### config.mk
export PLATFORM = sky130hd
export DESIGN_NAME = vlf_core
export DESIGN_NICKNAME = d
export VERILOG_FILES = /design/src/inc/vlf_pkg.sv /design/src/core/vlf_timer.sv /design/src/core/vlf_core.sv
export VERILOG_INCLUDE_DIRS = /design/src /design/src/inc
export SDC_FILE = /design/constraint.sdc
export NUM_CORES = 1
export LEC_CHECK = 0
export BUFFER_PORTS_ARGS = -buffer_cell sky130_fd_sc_hd__buf_2
export CAP_MARGIN = 10
export CORE_MARGIN = 1.5
export CORE_UTILIZATION = 50
export DETAILED_ROUTE_END_ITERATION = 7
export HOLD_SLACK_MARGIN = 0.08
export PLACE_DENSITY = 0.7
export SKIP_LAST_GASP = 1
export SLEW_MARGIN = 20
export SYNTH_ARGS = -nofsm -noshare
export SYNTH_HDL_FRONTEND = slang
export SYNTH_HIERARCHICAL = 1
export SYNTH_SLANG_ARGS = --single-unit
export TNS_END_PERCENT = 30
### constraint.sdc
create_clock -name CLOCK -period 3.85 [get_ports CLOCK]
set_clock_uncertainty 0.05 [all_clocks]
set_input_delay 0.77 -clock CLOCK [delete_from_list [all_inputs] [get_ports CLOCK]]
set_output_delay 0.77 -clock CLOCK [all_outputs]
set_load 0.05 [all_outputs]
### src/inc/vlf_params.svh
// constants for the output-voltage limit and fault-policy register bank
// assumes: included by the timer and core files; no code, definitions only
`ifndef VLF_PARAMS_SVH
`define VLF_PARAMS_SVH

// ----------------------------------------------------------------------------
// command codes of the registers
// ----------------------------------------------------------------------------
`define VLF_OFS_HIGH_WARN   8'h42
`define VLF_OFS_LOW_WARN    8'h43
`define VLF_OFS_LOW_FAULT   8'h44
`define VLF_OFS_LOW_POLICY  8'h45

// ----------------------------------------------------------------------------
// policy field positions
// ----------------------------------------------------------------------------
`define VLF_RESP_HI   7
`define VLF_RESP_LO   6
`define VLF_RETRY_HI  5
`define VLF_RETRY_LO  3
`define VLF_DELAY_HI  2
`define VLF_DELAY_LO  0

// ----------------------------------------------------------------------------
// reset values and counts
// ----------------------------------------------------------------------------
`define VLF_RST_THRESHOLD  16'h0000
`define VLF_RST_POLICY     8'h00
`define VLF_RETRY_FOREVER  3'h7
`define VLF_UNIT_CNT_W     8

`endif

### src/inc/vlf_pkg.sv
// types shared by the output-voltage limit and fault-policy block
// assumes: compiled before the core files
`default_nettype none
package vlf_pkg;

  // response codes of the policy field
  typedef enum logic [1:0] {
    RESP_IGNORE    = 2'h0,
    RESP_RIDE      = 2'h1,
    RESP_SHUTDOWN  = 2'h2,
    RESP_HOLD_OFF  = 2'h3
  } vlf_resp_type;

  // fault-handling state machine
  typedef enum logic [2:0] {
    S_RUN,
    S_RIDE,
    S_OFF_WAIT,
    S_RESTART,
    S_HOLD,
    S_LATCH
  } vlf_state_type;

endpackage : vlf_pkg
`default_nettype wire

### src/core/vlf_timer.sv
// delay timer: counts two-to-the-power-of-field time-unit ticks
// assumes: tick is a one-cycle pulse on CLOCK from the time-unit generator
`include "vlf_params.svh"
`default_nettype none
module vlf_timer #(
  parameter int CNT_W = `VLF_UNIT_CNT_W
) (
  input  wire logic             clk,
  input  wire logic             rst_b,
  input  wire logic             start,
  input  wire logic [2:0]       delay,
  input  wire logic             tick,
  output logic                  done
);
  import vlf_pkg::*;

  // ----------------------------------------------------------------------------
  // unit count decode
  // ----------------------------------------------------------------------------
  function automatic logic [CNT_W:0] dly_units(input logic [2:0] code);
    dly_units = (CNT_W+1)'(1) << code;
  endfunction : dly_units

  logic [CNT_W:0] cnt_r;
  logic [CNT_W:0] cnt_nxt;
  logic           busy_r;
  logic           busy_nxt;
  logic           done_nxt;
  wire            last_tick = busy_r && tick && (cnt_r == dly_units(delay) - 1'b1);

  // ----------------------------------------------------------------------------
  // counter
  // ----------------------------------------------------------------------------
  assign cnt_nxt  = start ? '0 : (busy_r && tick) ? cnt_r + 1'b1 : cnt_r;
  assign busy_nxt = start | (busy_r & ~last_tick);
  assign done_nxt = ~start & last_tick;

  always_ff @(posedge clk) begin
    if (!rst_b) begin
      cnt_r  <= '0;
      busy_r <= 1'b0;
      done   <= 1'b0;
    end else begin
      cnt_r  <= cnt_nxt;
      busy_r <= busy_nxt;
      done   <= done_nxt;
    end
  end

endmodule : vlf_timer
`default_nettype wire

### src/core/vlf_core.sv
// output-voltage warning/fault thresholds and under-voltage fault policy
// assumes: command port driven by the management-bus front end on CLOCK;
// VOUT_MEAS, OPER_ON and UNIT_TICK come from logic on CLOCK; CTRL_PIN is a pin
`include "vlf_params.svh"
`default_nettype none
module vlf_core #(
  parameter int THR_W = 16
) (
  input  wire logic             CLOCK,
  input  wire logic             RST_B,
  input  wire logic [7:0]       REG_CMD,
  input  wire logic             REG_WR,
  input  wire logic             REG_RD,
  input  wire logic [THR_W-1:0] REG_WDATA,
  output logic [THR_W-1:0]      REG_RDATA,
  output logic                  REG_ACK,
  output logic                  REG_NAK,
  input  wire logic [THR_W-1:0] VOUT_MEAS,
  input  wire logic             CTRL_PIN,
  input  wire logic             OPER_ON,
  input  wire logic             CLEAR_FAULTS,
  input  wire logic             CLEAR_UV_BIT,
  input  wire logic             OTHER_FAULT,
  input  wire logic             UNIT_TICK,
  output logic                  OUTPUT_EN,
  output logic                  OV_WARN,
  output logic                  UV_WARN,
  output logic                  UV_FAULT,
  output logic                  UV_FLAG,
  output logic                  UV_LATCHED
);
  import vlf_pkg::*;

  // ----------------------------------------------------------------------------
  // register decode
  // ----------------------------------------------------------------------------
  localparam logic [7:0] THR_OFS [0:2] = '{`VLF_OFS_HIGH_WARN, `VLF_OFS_LOW_WARN,
                                           `VLF_OFS_LOW_FAULT};

  logic [THR_W-1:0] thr_r [0:2];
  logic [7:0]       policy_r;
  logic [2:0]       thr_hit;
  wire              pol_hit = (REG_CMD == `VLF_OFS_LOW_POLICY);
  wire              mapped  = |thr_hit | pol_hit;

  // one 16-bit threshold per code, shared write path
  genvar gi;
  generate
    for (gi = 0; gi < 3; gi++) begin : g_thr
      assign thr_hit[gi] = (REG_CMD == THR_OFS[gi]);
      always_ff @(posedge CLOCK) begin
        if (!RST_B) begin
          thr_r[gi] <= `VLF_RST_THRESHOLD;
        end else if (REG_WR && thr_hit[gi]) begin
          thr_r[gi] <= REG_WDATA;
        end
      end
    end
  endgenerate

  always_ff @(posedge CLOCK) begin
    if (!RST_B) begin
      policy_r <= `VLF_RST_POLICY;
    end else if (REG_WR && pol_hit) begin
      policy_r <= REG_WDATA[7:0];
    end
  end

  wire [THR_W-1:0] rd_mux = thr_hit[0] ? thr_r[0] :
                            thr_hit[1] ? thr_r[1] :
                            thr_hit[2] ? thr_r[2] :
                            pol_hit    ? {{(THR_W-8){1'b0}}, policy_r} : '0;

  always_ff @(posedge CLOCK) begin
    if (!RST_B) begin
      REG_RDATA <= '0;
      REG_ACK   <= 1'b0;
      REG_NAK   <= 1'b0;
    end else begin
      REG_RDATA <= REG_RD ? rd_mux : REG_RDATA;
      REG_ACK   <= (REG_RD | REG_WR) & mapped;
      REG_NAK   <= (REG_RD | REG_WR) & ~mapped;
    end
  end

  // ----------------------------------------------------------------------------
  // policy fields
  // ----------------------------------------------------------------------------
  wire vlf_resp_type resp  = vlf_resp_type'(policy_r[`VLF_RESP_HI:`VLF_RESP_LO]);
  wire [2:0]         retry = policy_r[`VLF_RETRY_HI:`VLF_RETRY_LO];
  wire [2:0]         delay = policy_r[`VLF_DELAY_HI:`VLF_DELAY_LO];

  // ----------------------------------------------------------------------------
  // control pin synchroniser and on command
  // ----------------------------------------------------------------------------
  logic ctrl_s1_r;
  logic ctrl_s2_r;
  logic ctrl_s3_r;
  logic ctrl_on_r;
  logic on_prev_r;

  wire on_cmd    = ctrl_on_r & OPER_ON;
  wire off_edge  = on_prev_r & ~on_cmd;
  wire clear_any = CLEAR_FAULTS | CLEAR_UV_BIT | off_edge;

  always_ff @(posedge CLOCK) begin
    if (!RST_B) begin
      ctrl_s1_r <= 1'b0;
      ctrl_s2_r <= 1'b0;
      ctrl_s3_r <= 1'b0;
      ctrl_on_r <= 1'b0;
      on_prev_r <= 1'b0;
    end else begin
      ctrl_s1_r <= CTRL_PIN;
      ctrl_s2_r <= ctrl_s1_r;
      ctrl_s3_r <= ctrl_s2_r;
      ctrl_on_r <= (ctrl_s2_r == ctrl_s3_r) ? ctrl_s3_r : ctrl_on_r;
      on_prev_r <= on_cmd;
    end
  end

  // ----------------------------------------------------------------------------
  // comparators
  // ----------------------------------------------------------------------------
  always_ff @(posedge CLOCK) begin
    if (!RST_B) begin
      OV_WARN  <= 1'b0;
      UV_WARN  <= 1'b0;
      UV_FAULT <= 1'b0;
    end else begin
      OV_WARN  <= VOUT_MEAS > thr_r[0];
      UV_WARN  <= VOUT_MEAS < thr_r[1];
      UV_FAULT <= VOUT_MEAS < thr_r[2];
    end
  end

  // ----------------------------------------------------------------------------
  // delay timer
  // ----------------------------------------------------------------------------
  logic tmr_start;
  logic tmr_done;

  vlf_timer u_timer (
    .clk   (CLOCK),
    .rst_b (RST_B),
    .start (tmr_start),
    .delay (delay),
    .tick  (UNIT_TICK),
    .done  (tmr_done)
  );

  // ----------------------------------------------------------------------------
  // fault policy state machine
  // ----------------------------------------------------------------------------
  vlf_state_type state_r;
  vlf_state_type state_nxt;
  logic [2:0]    tries_r;
  logic [2:0]    tries_nxt;
  logic          flag_r;

  wire more_tries = (retry == `VLF_RETRY_FOREVER) || (tries_r < retry);

  always_comb begin
    state_nxt = state_r;
    tries_nxt = tries_r;
    tmr_start = 1'b0;
    case (state_r)
      S_RUN: begin
        if (on_cmd && UV_FAULT) begin
          case (resp)
            RESP_RIDE: begin
              state_nxt = S_RIDE;
              tmr_start = 1'b1;
            end
            RESP_SHUTDOWN: begin
              tries_nxt = '0;
              tmr_start = (retry != 3'h0);
              state_nxt = (retry == 3'h0) ? S_LATCH : S_OFF_WAIT;
            end
            RESP_HOLD_OFF: state_nxt = S_HOLD;
            default:       state_nxt = S_RUN;
          endcase
        end
      end
      S_RIDE: begin
        if (!UV_FAULT) begin
          state_nxt = S_RUN;
        end else if (tmr_done) begin
          tries_nxt = '0;
          tmr_start = (retry != 3'h0);
          state_nxt = (retry == 3'h0) ? S_LATCH : S_OFF_WAIT;
        end
      end
      S_OFF_WAIT: begin
        if (OTHER_FAULT) begin
          state_nxt = S_LATCH;
        end else if (tmr_done) begin
          state_nxt = S_RESTART;
          tries_nxt = (tries_r == 3'h7) ? tries_r : tries_r + 3'h1;
          tmr_start = 1'b1;
        end
      end
      S_RESTART: begin
        if (OTHER_FAULT) begin
          state_nxt = S_LATCH;
        end else if (tmr_done) begin
          if (!UV_FAULT) begin
            state_nxt = S_RUN;
          end else if (more_tries) begin
            state_nxt = S_OFF_WAIT;
            tmr_start = 1'b1;
          end else begin
            state_nxt = S_LATCH;
          end
        end
      end
      S_HOLD: begin
        if (!UV_FAULT) begin
          state_nxt = S_RUN;
        end
      end
      S_LATCH: begin
        if (CLEAR_FAULTS || CLEAR_UV_BIT) begin
          state_nxt = S_RUN;
        end
      end
      default: state_nxt = S_RUN;
    endcase
    if (!on_cmd) begin
      state_nxt = S_RUN;
      tmr_start = 1'b0;
    end
  end

  wire out_on_nxt = on_cmd && (state_nxt == S_RUN || state_nxt == S_RIDE ||
                               state_nxt == S_RESTART);

  // sticky fault flag: a new detection wins over a clear in the same cycle
  wire flag_nxt = (on_cmd & UV_FAULT) | (flag_r & ~clear_any);

  always_ff @(posedge CLOCK) begin
    if (!RST_B) begin
      state_r   <= S_RUN;
      tries_r   <= '0;
      flag_r    <= 1'b0;
      OUTPUT_EN <= 1'b0;
    end else begin
      state_r   <= state_nxt;
      tries_r   <= tries_nxt;
      flag_r    <= flag_nxt;
      OUTPUT_EN <= out_on_nxt;
    end
  end

  assign UV_FLAG    = flag_r;
  assign UV_LATCHED = (state_r == S_LATCH);

  // ----------------------------------------------------------------------------
  // checks
  // ----------------------------------------------------------------------------
  chk_thr_write: assert property (@(posedge CLOCK) disable iff (!RST_B)
    REG_WR && REG_CMD == `VLF_OFS_LOW_FAULT |=> thr_r[2] == $past(REG_WDATA))
    else $error("fault threshold write lost");

  chk_high_warn: assert property (@(posedge CLOCK) disable iff (!RST_B)
    VOUT_MEAS > thr_r[0] && !(REG_WR && thr_hit[0]) |=> OV_WARN)
    else $error("high warning missed");

  chk_low_fault: assert property (@(posedge CLOCK) disable iff (!RST_B)
    VOUT_MEAS >= thr_r[2] && !(REG_WR && thr_hit[2]) |=> !UV_FAULT)
    else $error("false low fault");

  chk_ignore_runs: assert property (@(posedge CLOCK) disable iff (!RST_B)
    state_r == S_RUN && resp == RESP_IGNORE && !(REG_WR && pol_hit) |=> state_r == S_RUN)
    else $error("ignore response left run");

  chk_ride_on: assert property (@(posedge CLOCK) disable iff (!RST_B)
    state_r == S_RIDE |-> OUTPUT_EN)
    else $error("output off while riding through");

  chk_shut_now: assert property (@(posedge CLOCK) disable iff (!RST_B)
    state_r == S_RUN && on_cmd && UV_FAULT && resp == RESP_SHUTDOWN |=> !OUTPUT_EN)
    else $error("shutdown response kept output on");

  chk_hold_cycle: assert property (@(posedge CLOCK) disable iff (!RST_B)
    state_r == S_HOLD && on_cmd |=> (OUTPUT_EN == !$past(UV_FAULT)))
    else $error("hold-off response wrong");

  chk_latch_stays: assert property (@(posedge CLOCK) disable iff (!RST_B)
    state_r == S_LATCH && on_cmd && !CLEAR_FAULTS && !CLEAR_UV_BIT |=> UV_LATCHED && !OUTPUT_EN)
    else $error("latched output came back");

  chk_latch_clear: assert property (@(posedge CLOCK) disable iff (!RST_B)
    state_r == S_LATCH && (CLEAR_FAULTS || !on_cmd) |=> !UV_LATCHED)
    else $error("latch not cleared");

  chk_retry_forever: assert property (@(posedge CLOCK) disable iff (!RST_B)
    state_r == S_RESTART && tmr_done && UV_FAULT && on_cmd && !OTHER_FAULT
      && retry == `VLF_RETRY_FOREVER |=> state_r == S_OFF_WAIT)
    else $error("continuous retry stopped");

  chk_retry_limit: assert property (@(posedge CLOCK) disable iff (!RST_B)
    state_r == S_RESTART && tmr_done && UV_FAULT && on_cmd && retry != `VLF_RETRY_FOREVER
      && tries_r >= retry |=> UV_LATCHED)
    else $error("retry count exceeded");

endmodule : vlf_core
`default_nettype wire

==> impl_metrics.env <==
export IMPL_fillers=1000
export IMPL_min_to="ctrl_s2_r"
export IMPL_design_area_mm2=0.006653
export IMPL_placed_area_mm2=0.006345
export IMPL_cts_tree="built"
export IMPL_tns_ns=0
export IMPL_max_freq_mhz=349.9
export IMPL_final_max_slew_viol_count=0
export IMPL_grt_pass1_vias=4471
export IMPL_yosysSeqAreaShare=0.4255
export IMPL_grt_max_degree=22
export IMPL_cts_buffers_inserted=9
export IMPL_r2r_end="u_timer/done"
export IMPL_power_density_mw_per_mm2=353.5
export IMPL_row_count=39
export IMPL_min_path_cells=1
export IMPL_cts_sinks=101
export IMPL_worstMarginPinSlew_ns=0.6542
export IMPL_grt_usage=0.2262
export IMPL_final_setup_viol_count=0
export IMPL_synth_edf_count=48
export IMPL_clk_latency_ns=0.35
export IMPL_whs_ns=0.3937
export IMPL_cts_htree_levels=3
export IMPL_cp_start_kind="input pin"
export IMPL_die_x_um=111.5
export IMPL_maxSlewHeadroom=0.5628
export IMPL_crit_chain="buf_2 > or4b_1 > or2_1 > or3_1 > o21ai_1 > buf_4"
export IMPL_syn_area_per_cell_um2=9.656
export IMPL_first_pass_iters=6
export IMPL_status="complete, no violations"
export IMPL_irDropWorstVdd_v=0.0002596
export IMPL_wire_per_inst_um=16.61
export IMPL_end_kind="flip-flop"
export IMPL_die_height_um=111.5
export IMPL_die_area_mm2=0.01242
export IMPL_power_leakage_uw=0.002902
export IMPL_reg2regPathDepth=9
export IMPL_ys_ff_latch=101
export IMPL_synth_async_sr_flop_share=0
export IMPL_core_area_mm2=0.01147
export IMPL_min_period_ns=2.858
export IMPL_syn_nets=715
export IMPL_grt_pass1_wl_um=22140
export IMPL_crit_family="simple AND/OR/NAND/NOR gates"
export IMPL_critPathArrivalTime_ns=2.85
export IMPL_hpwl_um=10740
export IMPL_r2r_start="policy_r[5]"
export IMPL_grt_overflow=0
export IMPL_syn_instance_count=609
export IMPL_vias=4661
export IMPL_io_pin_count=74
export IMPL_place_congestion=0.8917
export IMPL_cpPeakStageDelay_ns=0.59
export IMPL_ant_nets=0
export IMPL_nNetsFinal=783
export IMPL_cts_resized=0
export IMPL_yosysUniqueCellTypes=63
export IMPL_n_antenna_cell=0
export IMPL_synth_top_area_share=0.2451
export IMPL_areaGrowthSynthToFinish_pct=13.13
export IMPL_reg2reg_slack_ns=1.15
export IMPL_fin_crit_sh=0.7423
export IMPL_synth_area_mm2=0.005881
export IMPL_start_util=0.5128
export IMPL_antenna_found_initial=0
export IMPL_synth_ff_type="dfxtp_1"
export IMPL_cts_setup_buffers=0
export IMPL_crit_type="in -> reg"
export IMPL_yosysTopAreaCell="edfxtp_1"
export IMPL_hold_class="reg -> reg"
export IMPL_cp_slowest_cell="or3_1"
export IMPL_io_buffer_count=73
export IMPL_yosysWarnings=6
export IMPL_cts_hold_buf=0
export IMPL_maxCapViolCount=0
export IMPL_hp_start="ctrl_s1_r"
export IMPL_via_per_inst=5.650
export IMPL_wirelength_um=13710
export IMPL_path_clk_slew_ns=0.07
export IMPL_finalHoldViolations=0
export IMPL_drive_above_1_share=0.1540
export IMPL_crit_required_ns=3.84
export IMPL_root_buffer="clkbuf_16"
export IMPL_first_iter_violations=250
export IMPL_rsz0062_at_grt="no"
export IMPL_critPathBufInv=2
export IMPL_drc=0
export IMPL_cp_max_fo=16
export IMPL_clk_path_buf_depth=2
export IMPL_yosys_top_cells_area="edfxtp_1 (25%), dfxtp_1 (18%), ha_1 (12%)"
## placed cells by master (no fill, tap or decap), types with 5 or more instances in the layout
cell type	n
buf_4	7
xnor2_1	6
dfxtp_1	53
mux2i_1	19
clkbuf_16	11
a21oi_1	37
xor2_1	7
nand4_1	11
nor2_1	38
nand2_1	36
o22ai_1	9
a21o_1	13
nand2b_1	10
and2_1	54
o21ai_1	11
inv_1	56
o21a_1	5
edfxtp_1	48
nor3_1	6
a222oi_1	8
o21ai_0	28
buf_2	73
ha_1	56
nand3_1	7
## power by group
group,switching [µW],total (µW),internal [µW]
combinational,152,240,88.0
clock,391,927,535
sequential,26.3,1190,1160
## layer usage
layer	wire length, µm	global-route usage	share of wire	up-vias
met3	733	0.03974	0.053	14
met4	216	0.06835	0.016	0
met1	6123	0.2993	0.45	2202
met5	0	0	0	-
li1	-	-	-	2318
met2	6631	0.3808	0.48	127
## sequential cells by signal, indices dropped and copies added (netlist names), 3 cells and up
signal,cells
thr_r,48
REG_RDATA,16
u_timer/cnt_r,9
policy_r,8
state_r,3
tries_r,3
## cell type report
cell class | count | area [µm²] | area share
repair buffers | 80 | 417.9 | 0.06282
clock buffers | 14 | 296.5 | 0.04457
clock inverters | 2 | 11.26 | 0.001693
inverters | 57 | 214.0 | 0.03216
multi-input cells | 428 | 3032 | 0.4557
well taps | 143 | 178.9 | 0.02689
flip-flops and latches | 101 | 2502 | 0.3762
## kinds of logic (layout without fill, tap and decap cells)
group,Yosys count,count (layout),share of synthesized area
DFF,101,101,0.4255
and+or+nand+nor,205,205,0.1983
AOI/OAI and AO/OA,134,134,0.1436
muxes,19,19,0.03234
adders and majority gates,56,56,0.1191
buffers and inverters,80,153,0.05893
xor gates and xnor gates,14,14,0.02213
## cells in the mapped netlist, types with 4 or more instances
cell,instances
ha_1,56
inv_1,56
and2_1,54
dfxtp_1,53
edfxtp_1,48
nor2_1,38
a21oi_1,37
nand2_1,36
o21ai_0,28
mux2i_1,19
a21o_1,13
clkbuf_1,12
nand4_1,11
o21ai_1,11
nand2b_1,10
o22ai_1,9
a222oi_1,8
nand3_1,7
xor2_1,7
nor3_1,6
xnor2_1,6
buf_6,5
o21a_1,5
and3_1,4
buf_2,4
nor2b_1,4
nor4_1,4
or3_1,4
## worst max-delay path by stage
| stage | start | end | cells after the start |
|---|---|---|---|
| 2_1_floorplan | REG_CMD[4] | thr_r[0][0] | 6 |
| 3_3_place_gp | REG_CMD[4] | thr_r[0][9] | 6 |
| 3_5_place_dp | REG_CMD[4] | thr_r[0][9] | 6 |
| 4_1_cts | REG_CMD[4] | thr_r[0][0] | 6 |
| 5_1_grt | policy_r[5] | u_timer/done | 9 |
| 6_report | REG_CMD[4] | thr_r[0][1] | 6 |
## metrics by stage
stage	power, µW	utilization	worst slack [ns]	cells
final	2351	0.5801	0.9922	825
after CTS	2364	0.5801	1.028	825
after global routing	2435	0.5801	0.9260	825
after floorplan	1346	-	0.4732	609
after detailed placement	1448	0.5533	0.6482	809
after global placement	1437	0.5533	0.6955	809
(Power assumes the default switching activity.)
